### config.mk
export PLATFORM = sky130hd
export DESIGN_NAME = estc_top
export DESIGN_NICKNAME = d
export VERILOG_FILES = /design/src/rtl/estc_pkg.sv /design/src/rtl/estc_decoder.sv /design/src/rtl/estc_encoder.sv /design/src/rtl/estc_top.sv
export SDC_FILE = /design/constraint.sdc
export NUM_CORES = 1
export LEC_CHECK = 0
export BUFFER_PORTS_ARGS = -buffer_cell sky130_fd_sc_hd__buf_2
export CORE_MARGIN = 2
export CORE_UTILIZATION = 45
export DETAILED_ROUTE_END_ITERATION = 16
export HOLD_SLACK_MARGIN = 0.02
export SLEW_MARGIN = 20
export SYNTH_ARGS = -nofsm -noshare
export SYNTH_HDL_FRONTEND = slang
export SYNTH_SLANG_ARGS = --single-unit
### constraint.sdc
create_clock -name clk_sys -period 4.3 [get_ports clk_sys]
set_clock_uncertainty 0.1 [all_clocks]
set_input_delay 1.075 -clock clk_sys [delete_from_list [all_inputs] [get_ports clk_sys]]
set_output_delay 1.075 -clock clk_sys [all_outputs]
set_load 0.01 [all_outputs]
### src/rtl/estc_pkg.sv
// Package for the coder self-test control block: register indexes, field
// positions, reset values, the automatic test word and the state encoding.
// Assumes a word-addressed register file behind a classic Wishbone slave.
package estc_pkg;

    // Register indexes; the byte address is four times the index.
    localparam logic [9:0] IDX_CTRL     = 10'h11d; // Self-test control.
    localparam logic [9:0] IDX_IN0      = 10'h11e; // Manual input byte zero.
    localparam logic [9:0] IDX_RES0     = 10'h127; // Result byte zero.
    localparam logic [9:0] IDX_STATUS   = 10'h130; // Sticky event flags.
    localparam logic [9:0] IDX_MASK     = 10'h131; // Interrupt mask.
    localparam logic [3:0] NUM_IN_BYTES = 4'h9;    // Manual input bytes.
    localparam logic [3:0] NUM_RES      = 4'h9;    // Result bytes.

    // Control register field positions.
    localparam int CTRL_START = 0; // Test start, level, not self-clearing.
    localparam int CTRL_PATH  = 1; // One runs the encoder, zero the decoder.
    localparam int CTRL_SRC   = 2; // One takes the manual input bytes.
    localparam int CTRL_CHECK = 3; // One tests double-error detection.
    localparam int CTRL_BITS  = 4; // Writable width; upper bits read zero.

    // Status and mask field positions.
    localparam int ST_SEC  = 0; // Single-error-fixed flag.
    localparam int ST_DED  = 1; // Double-error-found flag.
    localparam int ST_DONE = 2; // Test-finished event.
    localparam int ST_BITS = 3;

    // Reset values.
    localparam logic [3:0] CTRL_RESET   = 4'h0;
    localparam logic [7:0] IN_RESET     = 8'h00;
    localparam logic [7:0] RES_RESET    = 8'h00;
    localparam logic [2:0] STATUS_RESET = 3'h0;
    localparam logic [2:0] MASK_RESET   = 3'h0;

    // Internal test word and the errors injected into it.
    localparam logic [63:0] AUTO_WORD = 64'h5a3c_96e1_0f87_c3a5;
    localparam logic [63:0] SEC_INJECT = 64'h0000_0000_0001_0000;
    localparam logic [63:0] DED_INJECT = 64'h0000_0100_0000_0002;

    // Test sequencer states, one-hot.
    typedef enum logic [2:0] {
        S_IDLE = 3'b001,
        S_RUN  = 3'b010,
        S_DONE = 3'b100
    } estc_state_e;

endpackage : estc_pkg

### src/rtl/estc_decoder.sv
// Syndrome decoder of the 72/64 single-correct double-detect code.
// Purely combinational; assumes the caller registers its result.
`timescale 1ns/1ps
`default_nettype none
module estc_decoder (
    // Received word.
    input  wire logic [63:0] dataIn,
    input  wire logic [7:0]  checkIn,
    // Corrected word and outcome.
    output logic      [63:0] dataOut,
    output logic      [6:0]  syndrome,
    output logic             singleErr,
    output logic             doubleErr
);

    // Recompute the position checks, then flip the named data bit.
    always_comb begin
        int k;
        logic [6:0] pos;
        logic       parity;
        k = 0;
        pos = 7'h00;
        parity = 1'b0;
        syndrome = checkIn[6:0];
        for (int p = 1; p < 72; p++) begin
            pos = p[6:0];
            if ((pos & (pos - 7'h01)) != 7'h00) begin
                for (int i = 0; i < 7; i++) begin
                    if (pos[i]) begin
                        syndrome[i] = syndrome[i] ^ dataIn[k];
                    end
                end
                k = k + 1;
            end
        end
        parity = (^dataIn) ^ (^checkIn);
        // Odd parity means one error; even with a syndrome means two.
        singleErr = parity;
        doubleErr = !parity && (syndrome != 7'h00);
        dataOut = dataIn;
        k = 0;
        for (int p = 1; p < 72; p++) begin
            pos = p[6:0];
            if ((pos & (pos - 7'h01)) != 7'h00) begin
                if (parity && (syndrome == pos)) begin
                    dataOut[k] = !dataIn[k];
                end
                k = k + 1;
            end
        end
    end

endmodule : estc_decoder
`default_nettype wire

### src/rtl/estc_encoder.sv
// Check-bit generator of the 72/64 single-correct double-detect code.
// Purely combinational; assumes the caller registers its result.
`timescale 1ns/1ps
`default_nettype none
module estc_encoder (
    // Data word to protect.
    input  wire logic [63:0] dataIn,
    // Seven position checks and the overall parity in bit seven.
    output logic      [7:0]  checkOut
);

    // Data bits sit at the non-power-of-two positions 3 to 71.
    always_comb begin
        int k;
        logic [6:0] pos;
        k = 0;
        pos = 7'h00;
        checkOut = 8'h00;
        for (int p = 1; p < 72; p++) begin
            pos = p[6:0];
            if ((pos & (pos - 7'h01)) != 7'h00) begin
                for (int i = 0; i < 7; i++) begin
                    if (pos[i]) begin
                        checkOut[i] = checkOut[i] ^ dataIn[k];
                    end
                end
                k = k + 1;
            end
        end
        // Overall parity covers data and the seven position checks.
        checkOut[7] = (^dataIn) ^ (^checkOut[6:0]);
    end

endmodule : estc_encoder
`default_nettype wire

### src/rtl/estc_top.sv
// Coder self-test control: registers, test sequencer, sticky flags, irq.
// Assumes a classic Wishbone master on clk_sys and a free-running clock.
// Behaviour
// RULE_01 Start bit set launches test; zero idles.
// RULE_02 Start bit never self-clears; software drops it.
// RULE_03 Path select: zero decoder, one encoder.
// RULE_04 Source zero uses internal data; else inputs.
// RULE_05 Manual encoder test feeds input bytes 0-7.
// RULE_06 Manual decoder test feeds input bytes 0-8.
// RULE_07 Software reads result bytes after a test.
// RULE_08 Check select ignored for manual or encoder.
// RULE_09 Check zero tests correction, sets single flag.
// RULE_10 Correction test stores corrected word as results.
// RULE_11 Check one sets double flag; results ignored.
// RULE_12 Control bits 7-4 read zero; 3-0 writable.
// RULE_13 Input bytes consecutive, eight-bit, reset zero.
// RULE_14 Error flags stay set until cleared.
// RULE_15 Internal word carries a known injected error.
`timescale 1ns/1ps
`default_nettype none
module estc_top
    import estc_pkg::*;
(
    // Clock, reset and clock enable.
    input  wire logic        clk_sys,
    input  wire logic        reset_n,
    input  wire logic        clkEn,
    // Classic Wishbone slave.
    input  wire logic        wbCyc,
    input  wire logic        wbStb,
    input  wire logic        wbWe,
    input  wire logic [11:0] wbAdr,
    input  wire logic [3:0]  wbSel,
    input  wire logic [31:0] wbDatIn,
    output logic      [31:0] wbDatOut,
    output logic             wbAck,
    // Status towards the system.
    output logic             testActive,
    output logic             irq
);

    // Register state.
    logic [3:0]  ctrlQ, ctrlD;                 // Control bits 3 to 0.
    logic [7:0]  inByteQ [0:8];                // Manual input bytes.
    logic [7:0]  inByteD [0:8];
    logic [7:0]  resQ [0:8];                   // Result bytes.
    logic [7:0]  resD [0:8];
    logic [2:0]  statusQ, statusD;             // Sticky flags.
    logic [2:0]  maskQ, maskD;                 // Interrupt mask.
    logic        ackQ, ackD;                   // Bus answer.
    logic [31:0] rdatQ, rdatD;                 // Read data.
    estc_state_e stateQ, stateD;               // Test sequencer.

    // Bus decode.
    logic        busReq;                       // A request is on the bus.
    logic        wrTake;                       // Write at the acked edge.
    logic [9:0]  idx;                          // Word index.
    logic [9:0]  inOff;                        // Index within input bytes.
    logic [9:0]  resOff;                       // Index within result bytes.
    logic        hitIn;                        // Input byte addressed.
    logic        hitRes;                       // Result byte addressed.

    // Coder datapath.
    logic [63:0] manualWord;                   // Input bytes 0 to 7.
    logic [63:0] encIn;                        // Word into the encoder.
    logic [7:0]  encCheck;                     // Encoder check byte.
    logic [63:0] decData;                      // Word into the decoder.
    logic [7:0]  decCheck;                     // Check into the decoder.
    logic [63:0] decOut;                       // Corrected word.
    logic [6:0]  decSyn;                       // Decoder syndrome.
    logic        decSingle;                    // Single error seen.
    logic        decDouble;                    // Double error seen.
    logic        pathEnc;                      // Encoder test chosen.
    logic        srcManual;                    // Manual source chosen.

    assign busReq = wbCyc && wbStb;
    assign wrTake = busReq && ackQ && wbWe && wbSel[0];
    assign idx    = wbAdr[11:2];
    assign inOff  = idx - IDX_IN0;
    assign resOff = idx - IDX_RES0;
    assign hitIn  = (idx >= IDX_IN0) && (inOff < {6'h00, NUM_IN_BYTES}); // RULE_13
    assign hitRes = (idx >= IDX_RES0) && (resOff < {6'h00, NUM_RES});
    assign pathEnc   = ctrlQ[CTRL_PATH];
    assign srcManual = ctrlQ[CTRL_SRC];

    // Gather input bytes 0 to 7 into one word, byte zero lowest.
    always_comb begin
        manualWord = 64'h0;
        for (int b = 0; b < 8; b++) begin
            manualWord[b*8 +: 8] = inByteQ[b];
        end
    end

    // Encoder input: manual bytes or the internal word.
    assign encIn = srcManual ? manualWord : AUTO_WORD; // RULE_04 RULE_05

    // Decoder input: nine manual bytes, or the encoded internal word with an
    // injected error; the check select matters only on the latter path.
    always_comb begin
        if (srcManual) begin
            decData  = manualWord; // RULE_06
            decCheck = inByteQ[8];
        end else if (ctrlQ[CTRL_CHECK]) begin
            decData  = AUTO_WORD ^ DED_INJECT; // RULE_15 RULE_08
            decCheck = encCheck;
        end else begin
            decData  = AUTO_WORD ^ SEC_INJECT; // RULE_15
            decCheck = encCheck;
        end
    end

    // Shared check-bit generator.
    estc_encoder uEnc (
        .dataIn   (encIn),
        .checkOut (encCheck)
    );

    // Syndrome decoder under test.
    estc_decoder uDec (
        .dataIn    (decData),
        .checkIn   (decCheck),
        .dataOut   (decOut),
        .syndrome  (decSyn),
        .singleErr (decSingle),
        .doubleErr (decDouble)
    );

    // Sequencer: one run cycle per start, then wait for the start to drop.
    always_comb begin
        stateD = stateQ;
        unique case (stateQ)
            S_IDLE: begin
                // A set start bit launches the configured test.
                if (ctrlQ[CTRL_START]) begin
                    stateD = S_RUN; // RULE_01
                end
            end
            S_RUN: begin
                stateD = S_DONE;
            end
            S_DONE: begin
                // Only software dropping the bit returns to normal.
                if (!ctrlQ[CTRL_START]) begin
                    stateD = S_IDLE; // RULE_02
                end
            end
            default: begin
                stateD = S_IDLE;
            end
        endcase
    end

    // Register writes, result capture and sticky flags.
    always_comb begin
        ctrlD   = ctrlQ;
        maskD   = maskQ;
        statusD = statusQ;
        for (int b = 0; b < 9; b++) begin
            inByteD[b] = inByteQ[b];
            resD[b]    = resQ[b];
        end
        // Writes land at the edge where the master samples ack.
        if (wrTake) begin
            if (idx == IDX_CTRL) begin
                ctrlD = wbDatIn[CTRL_BITS-1:0]; // RULE_12 RULE_02
            end
            if (idx == IDX_MASK) begin
                maskD = wbDatIn[ST_BITS-1:0];
            end
            if (hitIn) begin
                inByteD[inOff[3:0]] = wbDatIn[7:0]; // RULE_13
            end
            // Writing a one clears a status bit.
            if (idx == IDX_STATUS) begin
                statusD = statusQ & ~wbDatIn[ST_BITS-1:0]; // RULE_14
            end
        end
        // Test outcome; a set in the clearing cycle wins.
        if (stateQ == S_RUN) begin
            statusD[ST_DONE] = 1'b1;
            if (pathEnc) begin
                for (int b = 0; b < 8; b++) begin
                    resD[b] = encIn[b*8 +: 8]; // RULE_03
                end
                resD[8] = encCheck;
            end else begin
                for (int b = 0; b < 8; b++) begin
                    resD[b] = decOut[b*8 +: 8]; // RULE_10
                end
                resD[8] = {1'b0, decSyn};
                if (decSingle) begin
                    statusD[ST_SEC] = 1'b1; // RULE_09
                end
                if (decDouble) begin
                    statusD[ST_DED] = 1'b1; // RULE_11
                end
            end
        end
    end

    // Bus answer: ack one cycle after the request, dropped the cycle after.
    always_comb begin
        ackD  = busReq && !ackQ;
        rdatD = rdatQ;
        if (busReq && !ackQ) begin
            rdatD = 32'h0;
            if (idx == IDX_CTRL) begin
                rdatD = {28'h0, ctrlQ}; // RULE_12
            end else if (idx == IDX_STATUS) begin
                rdatD = {29'h0, statusQ};
            end else if (idx == IDX_MASK) begin
                rdatD = {29'h0, maskQ};
            end else if (hitIn) begin
                rdatD = {24'h0, inByteQ[inOff[3:0]]};
            end else if (hitRes) begin
                rdatD = {24'h0, resQ[resOff[3:0]]}; // RULE_07
            end
        end
    end

    // State registers; the clock enable freezes everything.
    always_ff @(posedge clk_sys or negedge reset_n) begin
        if (!reset_n) begin
            ctrlQ   <= CTRL_RESET;
            maskQ   <= MASK_RESET;
            statusQ <= STATUS_RESET;
            ackQ    <= 1'b0;
            rdatQ   <= 32'h0;
            stateQ  <= S_IDLE;
            for (int b = 0; b < 9; b++) begin
                inByteQ[b] <= IN_RESET;
                resQ[b]    <= RES_RESET;
            end
        end else if (clkEn) begin
            ctrlQ   <= ctrlD;
            maskQ   <= maskD;
            statusQ <= statusD;
            ackQ    <= ackD;
            rdatQ   <= rdatD;
            stateQ  <= stateD;
            for (int b = 0; b < 9; b++) begin
                inByteQ[b] <= inByteD[b];
                resQ[b]    <= resD[b];
            end
        end
    end

    // Outputs.
    assign wbAck      = ackQ;
    assign wbDatOut   = rdatQ;
    // High from launch until start drops.
    assign testActive = (stateQ != S_IDLE);
    // Level request of unmasked flags.
    assign irq        = |(statusQ & maskQ);

    // Checks on the sequencer, flags and bus.
    a_start_runs: assert property (@(posedge clk_sys) // RULE_01
        disable iff (!reset_n)
        (stateQ == S_IDLE && ctrlQ[CTRL_START] && clkEn) |=> stateQ == S_RUN)
        else $error("start did not launch a test");
    a_idle_no_test: assert property (@(posedge clk_sys) // RULE_01
        disable iff (!reset_n)
        (!ctrlQ[CTRL_START] && stateQ != S_RUN && clkEn) |=> !testActive)
        else $error("test active with start low");
    a_start_sticky: assert property (@(posedge clk_sys) // RULE_02
        disable iff (!reset_n)
        (ctrlQ[CTRL_START] && !wrTake && clkEn) |=> ctrlQ[CTRL_START])
        else $error("start bit cleared itself");
    a_enc_result: assert property (@(posedge clk_sys) // RULE_03
        disable iff (!reset_n)
        (stateQ == S_RUN && pathEnc && clkEn) |=>
        {resQ[7], resQ[0]} == {$past(encIn[63:56]), $past(encIn[7:0])})
        else $error("encoder result not stored");
    a_auto_sec: assert property (@(posedge clk_sys) // RULE_09
        disable iff (!reset_n)
        (stateQ == S_RUN && !pathEnc && !srcManual && !ctrlQ[CTRL_CHECK]
         && clkEn) |=> statusQ[ST_SEC] && !$past(statusQ[ST_DED]) ==
         !statusQ[ST_DED] && {resQ[2], resQ[1]} == AUTO_WORD[23:8])
        else $error("correction test outcome wrong");
    a_auto_ded: assert property (@(posedge clk_sys) // RULE_11
        disable iff (!reset_n)
        (stateQ == S_RUN && !pathEnc && !srcManual && ctrlQ[CTRL_CHECK]
         && clkEn) |=> statusQ[ST_DED])
        else $error("double error not flagged");
    a_flag_hold: assert property (@(posedge clk_sys) // RULE_14
        disable iff (!reset_n)
        (statusQ[ST_SEC] && !(wrTake && idx == IDX_STATUS) && clkEn)
        |=> statusQ[ST_SEC])
        else $error("single flag lost");
    a_ctrl_rsvd: assert property (@(posedge clk_sys) // RULE_12
        disable iff (!reset_n)
        (ackQ && idx == IDX_CTRL && busReq) |-> wbDatOut[31:4] == 28'h0)
        else $error("reserved control bits not zero");
    a_ack_pulse: assert property (@(posedge clk_sys) disable iff (!reset_n)
        (busReq && !ackQ && clkEn) |=> ackQ ##1 !ackQ [*1])
        else $error("ack not a single cycle");
    a_irq_level: assert property (@(posedge clk_sys) disable iff (!reset_n)
        (stateQ == S_RUN && maskQ[ST_DONE] && !wrTake && clkEn) |=> irq)
        else $error("interrupt does not follow flags");

    // Further checks.
    a_ded_hold: assert property (@(posedge clk_sys) // RULE_14
        disable iff (!reset_n)
        (statusQ[ST_DED] && !(wrTake && idx == IDX_STATUS) && clkEn)
        |=> statusQ[ST_DED])
        else $error("double flag lost");

    a_run_done: assert property (@(posedge clk_sys) // RULE_01
        disable iff (!reset_n)
        (stateQ == S_RUN && clkEn) |=> stateQ == S_DONE && statusQ[ST_DONE])
        else $error("run did not finish");

    a_res_stable: assert property (@(posedge clk_sys) // RULE_10
        disable iff (!reset_n)
        (stateQ != S_RUN && clkEn) |=> $stable(resQ[0]) && $stable(resQ[8]))
        else $error("results changed outside a run");

    a_freeze: assert property (@(posedge clk_sys) disable iff (!reset_n)
        !clkEn |=> $stable(stateQ) && $stable(ctrlQ) && $stable(statusQ))
        else $error("state moved with enable low");

    a_enc_manual: assert property (@(posedge clk_sys) // RULE_05
        disable iff (!reset_n)
        (stateQ == S_RUN && pathEnc && srcManual && clkEn) |=>
        {resQ[7], resQ[0]} == {$past(inByteQ[7]), $past(inByteQ[0])})
        else $error("manual bytes not encoded");

    a_dec_manual: assert property (@(posedge clk_sys) // RULE_06
        disable iff (!reset_n)
        (stateQ == S_RUN && !pathEnc && srcManual && !decSingle && clkEn)
        |=> {resQ[7], resQ[0]} == {$past(inByteQ[7]), $past(inByteQ[0])})
        else $error("manual bytes not decoded");

    a_in_write: assert property (@(posedge clk_sys) // RULE_13
        disable iff (!reset_n)
        (wrTake && idx == IDX_IN0 && clkEn)
        |=> inByteQ[0] == $past(wbDatIn[7:0]))
        else $error("input byte not stored");

    // Main scenarios.
    c_enc_test: cover property (@(posedge clk_sys) disable iff (!reset_n)
        stateQ == S_RUN && pathEnc);
    c_sec_test: cover property (@(posedge clk_sys) disable iff (!reset_n)
        stateQ == S_RUN && !pathEnc && decSingle);
    c_ded_test: cover property (@(posedge clk_sys) disable iff (!reset_n)
        stateQ == S_RUN && !pathEnc && decDouble);
    c_irq_raise: cover property (@(posedge clk_sys) disable iff (!reset_n)
        $rose(irq));
    c_frozen: cover property (@(posedge clk_sys) disable iff (!reset_n)
        !clkEn && ctrlQ[CTRL_START] && stateQ == S_IDLE);

endmodule : estc_top
`default_nettype wire

Yosys cells after proc, flatten, opt, wreduce, memory -nomap -nowiden
Cells that the tools add are included.
{ "totals": {"register_bits": 190, "inputBits": 54, "out_inout_bits": 35, "wordCells": 798} }
{ "classes": {"n_addsub": 2, "n_lt_le_gt_ge": 7, "n_eq_ne": 76, "n_mux": 124, "n_bitwise": 410, "n_reduce_logical": 154} }
{ "op_table": {"columns": ["cell", "n"], "rows": [
  ["2-to-1 mux 32 bit", 20],
  ["bitwise XOR 1 bit", 405],
  ["2-to-1 mux 72 bit", 4],
  ["2-to-1 mux 64 bit", 4],
  ["== test 7 x 6 -> 1 bit, second input constant", 31],
  ["XOR reduction 64 bit", 2],
  ["== test 7 x 5 -> 1 bit, second input constant", 15],
  ["2-to-1 mux 41 bit", 2],
  ["logical AND 1 bit", 73],
  ["bitwise mux 72 bit", 1],
  ["2-to-1 mux 8 bit", 9],
  ["logical NOT 1 bit", 66],
  ["binary-select mux 8 bit (select 4 bit)", 2],
  ["2-to-1 mux 63 bit", 1],
  ["2-to-1 mux 62 bit", 1],
  ["2-to-1 mux 61 bit", 1],
  ["2-to-1 mux 60 bit", 1],
  ["2-to-1 mux 59 bit", 1],
  ["2-to-1 mux 58 bit", 1],
  ["2-to-1 mux 57 bit", 1],
  ["2-to-1 mux 56 bit", 1],
  ["2-to-1 mux 55 bit", 1],
  ["2-to-1 mux 54 bit", 1],
  ["2-to-1 mux 53 bit", 1],
  ["other kinds (77)", 128]
]} }

Longest topological paths before layout
{ "logic_depth": {"word_depth": 142, "ltp_mapped": 14, "depth_no_buf": 11} }

By module
A second synthesis with hierarchy kept.
{ "hier_totals": {"hier_cells": 1263, "hier_area_um2": 13495.4} }
{ "modules_own_cells": {"columns": ["module", "instances", "cells_each", "area_each_um2", "seq_area_each_um2"], "rows": [
  ["estc_top", 1, 848, 9401.5, 4155.2],
  ["estc_decoder", 1, 297, 2708.8, 0.0],
  ["estc_encoder", 1, 118, 1385.1, 0.0]
]} }

Worst setup path before layout
OpenSTA, ideal clock, no wires.
{ "synth_timing": {"path_kind": "input to register", "from": "input port wbAdr[2]", "to": "register inByteQ[10] in the netlist's numbering", "setup_ps": 125, "t_arrival_ps": 4359, "t_required_ps": 4075, "path_slack_ps": -284, "cell_stages": 14, "path_buffers": 4, "cell_sequence": "clkbuf_1 buf_1 buf_1 inv_1 ha_1 nor2b_1 o21ai_0 a21oi_1 nand2b_1 nor2_1 and2_1 clkbuf_1 nand2_1 mux2_2"} }
{ "synth_via": {"elab_chain_len": 9, "word_cells_on_any_way": 15, "classes_between": "add/sub: 1; order compare: 4; eq/ne: 1; mux: 5; bitwise: 1; reduce/logical: 3"} }
{ "synth_rtl": {"columns": ["item", "line_no", "text"], "rows": [
  ["start, declared", "estc_top.sv:32", "input wire logic [11:0] wbAdr,"],
  ["subtractor 10 x 9 -> 10 bit", "estc_top.sv:79", "assign inOff = idx - IDX_IN0;"],
  ["NOT 4 -> 5 bit (not written as such)", "estc_top.sv:171", "inByteD[inOff[3:0]] = wbDatIn[7:0];"],
  [">= comparator 5 bit (not written as such) / < comparator 5 x 1 -> 1 bit (equally long branches)", "estc_top.sv:171", null],
  ["logical AND 1 bit (not written as such)", "estc_top.sv:171", null],
  ["2-to-1 mux 8 bit (not written as such)", "estc_top.sv:171", null],
  ["demux 8 bit (select 4 bit)", "estc_top.sv:171", null],
  ["bitwise mux 72 bit", "estc_top.sv:171", null],
  ["2-to-1 mux 72 bit", "estc_top.sv:170", "if (hitIn) begin"],
  ["2-to-1 mux 72 bit", "estc_top.sv:163", "if (wrTake) begin"],
  ["end signal, assigned by index", "estc_top.sv:242", "inByteQ[b] <= inByteD[b];"],
  ["end, declared", "estc_top.sv:44", "logic [7:0] inByteQ [0:8];"]
]} }
Parallel ways exist; a longest one is shown, timed or not. The select of a mux whose other input is x is not followed.
A chain may end at the register's enable or synchronous reset.

Final worst setup path
{ "layout_timing": {"from": "register inByteQ[56] in the netlist's numbering", "to": "register resQ[21] in the netlist's numbering"} }
{ "layout_via": {"elab_chain_len": 84, "word_cells_on_any_way": 214, "classes_between": "eq/ne: 1; mux: 17; bitwise: 191; reduce/logical: 5"} }
{ "layout_rtl": {"columns": ["item", "line_no", "text"], "rows": [
  ["2-to-1 mux 64 bit", "estc_top.sv:95", "assign encIn = srcManual ? manualWord : AUTO_WORD;"],
  ["bitwise XOR 1 bit (31 in series)", "estc_encoder.sv:24", "checkOut[i] = checkOut[i] ^ dataIn[k];"],
  ["2-to-1 mux 8 bit (2 in series)", "estc_top.sv:100", "if (srcManual) begin"],
  ["bitwise XOR 1 bit (35 in series)", "estc_decoder.sv:30", "syndrome[i] = syndrome[i] ^ dataIn[k];"],
  ["== test 7 x 6 -> 1 bit", "estc_decoder.sv:45", "if (parity && (syndrome == pos)) begin"],
  ["logical AND 1 bit *", "estc_decoder.sv:45", null],
  ["2-to-1 mux 54 bit *", "estc_decoder.sv:45", null],
  ["2-to-1 mux 55 bit *", "estc_decoder.sv:45", null],
  ["[... 3 more ...]", null, null],
  ["2-to-1 mux 59 bit *", "estc_decoder.sv:45", null],
  ["2-to-1 mux 60 bit *", "estc_decoder.sv:45", null],
  ["2-to-1 mux 61 bit *", "estc_decoder.sv:45", null],
  ["2-to-1 mux 62 bit *", "estc_decoder.sv:45", null],
  ["2-to-1 mux 63 bit *", "estc_decoder.sv:45", null],
  ["2-to-1 mux 64 bit *", "estc_decoder.sv:45", null],
  ["2-to-1 mux 72 bit *", "estc_top.sv:181", "if (pathEnc) begin"],
  ["2-to-1 mux 72 bit *", "estc_top.sv:179", "if (stateQ == S_RUN) begin"],
  ["end signal, assigned by index", "estc_top.sv:243", "resQ[b] <= resD[b];"],
  ["end, declared", "estc_top.sv:46", "logic [7:0] resQ [0:8];"]
]} }
Every way passes the cells marked *; elsewhere a longest branch is shown, timed or not. The select of a mux whose other input is x is not followed.

==> run metrics <==
status finished, final reports clean; CP arrival about 4.3 ns; Worst Hold Class reg -> reg; CP required between 4 and 5 ns; CTS tree built; CP Class reg -> reg; dominant synthesized flop cell dfrtp_1; Power Density ~270 nW/µm²; worst-skew pair later-pin latency between 0.4 and 0.5 ns; vias in the first global route 8328; Leak 0.005957 µW; IO Pins 89; ys async rst share 100.0%; r2r startpoint inByteQ[56]$_DFFE_PN0P_; port buffer count 35; Starting Density 45.39%; Final Slew Violations 0; post-cts sizing count 0; initial antenna violation count 1; EDFF count, synth 0; # DRC 0; post-route minimum period just over 4 ns; relative slew slack ~43%; Bufs on Longest Clock Path 2; WL per Instance ~23 µm; Yosys warnings 0; hold_buf cts 0; worst vdd ir roughly 190 µV; R2R setup slack about 0.18 ns; Worst Max-Slew Pin Slew about 0.86 ns; register area share after synthesis between 30% and 40%; Clk Tree Root Cell clkbuf_16; Core Footprint roughly 26000 µm²; initial drt markers between 700 and 800; setup TNS 0 ns; fill cell count around 2300; Area Growth Syn to Fin 12.39%; Tcrit/Tclk final between 90% and 100%; DR top layer met4; Num CTS Buffers 17; DRT met1 WL 15510 µm; reg2reg end resQ[21]$_DFFE_PN0P_; syn_area_per_cell 10.36 µm²; Gate Count Post-Synth about 1100; Critical Path Start Type register; Post-Syn Area around 12000 µm²; CTS sink cnt between 150 and 200; via count around 9000; WL met2 approximately 16000 µm; max-cap viol count 0; fraction of layout cells with a size suffix above 1 ~22%; largest net degree at the start of global routing 81; # diodes 0; Placer Congestion approximately 0.93; Die Wd between 150 and 200 µm; Via density 5.864; cell depth of the worst flop-to-flop path 9; worst slack, placed roughly 0.24 ns; Pre-antenna DRT Iters 5; Setup Buffers After CTS 0; CP Capture Type register; Yosys cell types between 60 and 70; wire length on met3 between 2000 and 2500 µm; Routed Antenna Nets 0; num rows between 50 and 60; dpl cells 1500; die area roughly 27000 µm²; CTS H-Tree Depth 4; # setup viols final 0; first-pass GRT wire length about 53000 µm; #FFs+latches synth about 170; CP Capture Point resQ[21]$_DFFE_PN0P_; Worst-path clk slew 0.08 ns; layout net count 1244; total gr overflow 0; final WL 35470 µm; crit-path max FO 8; Max Freq 242.8 MHz; Die Ht between 150 and 200 µm; Final Worst Setup Slack around 0.18 ns; Tot GR Track Use around 27%; unrepaired setup endpoints after global routing no; Crit. Startpoint inByteQ[56]$_DFFE_PN0P_; HPWL Detailed between 20000 and 30000 µm; Non-Filler Instances approximately 1500; final hold vios 0
-- worst max-delay path, stage by stage (launching register included) --
cell     delay, ns
dfrtp_1       0.46
xnor2_2       0.29
xnor3_1       0.43
xnor3_1       0.45
xnor3_1       0.50
a21oi_1       0.59
nand4_1       0.40
nor4_1        0.53
xnor2_1       0.17
o21ai_1       0.07
-- cell usage in the layout, fill, tap and decap left out, types with 5 or more instances in the layout --
| cell | synthesis | layout |
|---|---|---|
| o21ai_1 | 6 | 6 |
| conb_1 | 1 | 24 |
| inv_1 | 12 | 12 |
| clkbuf_16 | 0 | 17 |
| inv_6 | 0 | 5 |
| ha_1 | 6 | 6 |
| mux4_2 | 32 | 32 |
| and3_1 | 15 | 15 |
| buf_2 | 5 | 34 |
| o31ai_1 | 9 | 9 |
| nand4b_1 | 5 | 5 |
| a31oi_1 | 8 | 8 |
| nor4_1 | 17 | 17 |
| xnor3_1 | 42 | 42 |
| buf_4 | 25 | 66 |
| o21ai_0 | 81 | 81 |
| dfrtp_1 | 165 | 164 |
| nand4_1 | 40 | 40 |
| a21oi_1 | 41 | 40 |
| mux2_2 | 77 | 77 |
| a21o_1 | 7 | 7 |
| a22oi_1 | 7 | 7 |
| nor2_1 | 47 | 47 |
| xnor2_1 | 120 | 120 |
| nand2b_1 | 16 | 16 |
| xor2_1 | 26 | 26 |
| mux2i_1 | 9 | 9 |
| o211ai_1 | 6 | 6 |
| and2_1 | 8 | 8 |
| nand2_1 | 149 | 149 |
| nand3_1 | 18 | 18 |
-- cell usage after synthesis (25+ instances only) --
cell type	number	area [µm²]
buf_4	25	187.7
dfrtp_1	165	4129
nor2_1	47	176.4
mux2_2	77	867.1
o21ai_0	81	405.4
mux4_2	32	720.7
xor2_1	26	227.7
xnor2_1	120	1051
nand2_1	149	559.3
nand4_1	40	250.2
clkbuf_1	53	198.9
a21oi_1	41	205.2
xnor3_1	42	945.9
-- worst min path at each step --
stage                                  from                 endpoint  slack [ns]  cells after the start
floorplan               resQ[6]$_DFFE_PN0P_      resQ[6]$_DFFE_PN0P_        0.34                      2
global placement    wbDatOut[3]$_DFFE_PN0P_  wbDatOut[3]$_DFFE_PN0P_        0.35                      2
detailed placement  wbDatOut[3]$_DFFE_PN0P_  wbDatOut[3]$_DFFE_PN0P_        0.36                      2
CTS                 wbDatOut[3]$_DFFE_PN0P_  wbDatOut[3]$_DFFE_PN0P_        0.38                      2
global route           resQ[25]$_DFFE_PN0P_     resQ[25]$_DFFE_PN0P_        0.40                      2
finish              wbDatOut[3]$_DFFE_PN0P_  wbDatOut[3]$_DFFE_PN0P_        0.37                      2
-- state kept, by name, summed over array words and instances, names as in the netlist --
signal / flops
inByteQ: 72
wbDatOut: 8
resQ: 72
ctrlQ: 4
statusQ: 3
maskQ: 3
stateQ: 3
wbAck: 1
-- final cells by class --
class | instances | area [µm²] | share of cell area (%)
Clock buffer | 18 | 429.2 | 3.265
Clock inverter | 14 | 185.2 | 1.409
Inverter | 13 | 48.80 | 0.3713
Multi-Input combinational cell | 881 | 7147 | 54.38
Sequential cell | 166 | 4156 | 31.63
Tap cell | 335 | 419.2 | 3.189
Timing Repair Buffer | 105 | 757.0 | 5.760
-- logic make-up after synthesis --
kind of cell | synth area share, %
AOI/OAI and AO/OA | 9.427
DFF | 35.53
buffers and inverters | 4.226
muxes | 14.48
adders and majority gates | 0.6420
and+or+nand+nor | 14.83
other | 0.03207
xor gates and xnor gates | 20.83
-- per-stage QoR --
step           power (µW)  hold WS, ns  instance area (µm²)  utilization [%]
2_1_floorplan        1860       0.3386                11780                -
3_3_place_gp         1967       0.3488                12520            48.61
3_5_place_dp         1973       0.3592                12520            48.61
4_1_cts              3620       0.3765                13140            50.99
5_1_grt              3719       0.3997                13140            51.01
6_report             3600       0.3716                13140            51.01
-- layer usage --
metal  global-route usage, %  vias to the layer above
li1                        -                     4098
met1                   38.55                     4415
met2                   40.97                      394
met3                   3.971                       77
met4                   11.46                        0
met5                       0                        -
-- power breakdown --
| group | internal, µW | switching (µW) |
|---|---|---|
| clock network | 932 | 725 |
| registers | 1620 | 29.8 |
| logic | 111 | 185 |
| total | 2660 | 941 |
Note: power is estimated with default switching activity, not from simulation.
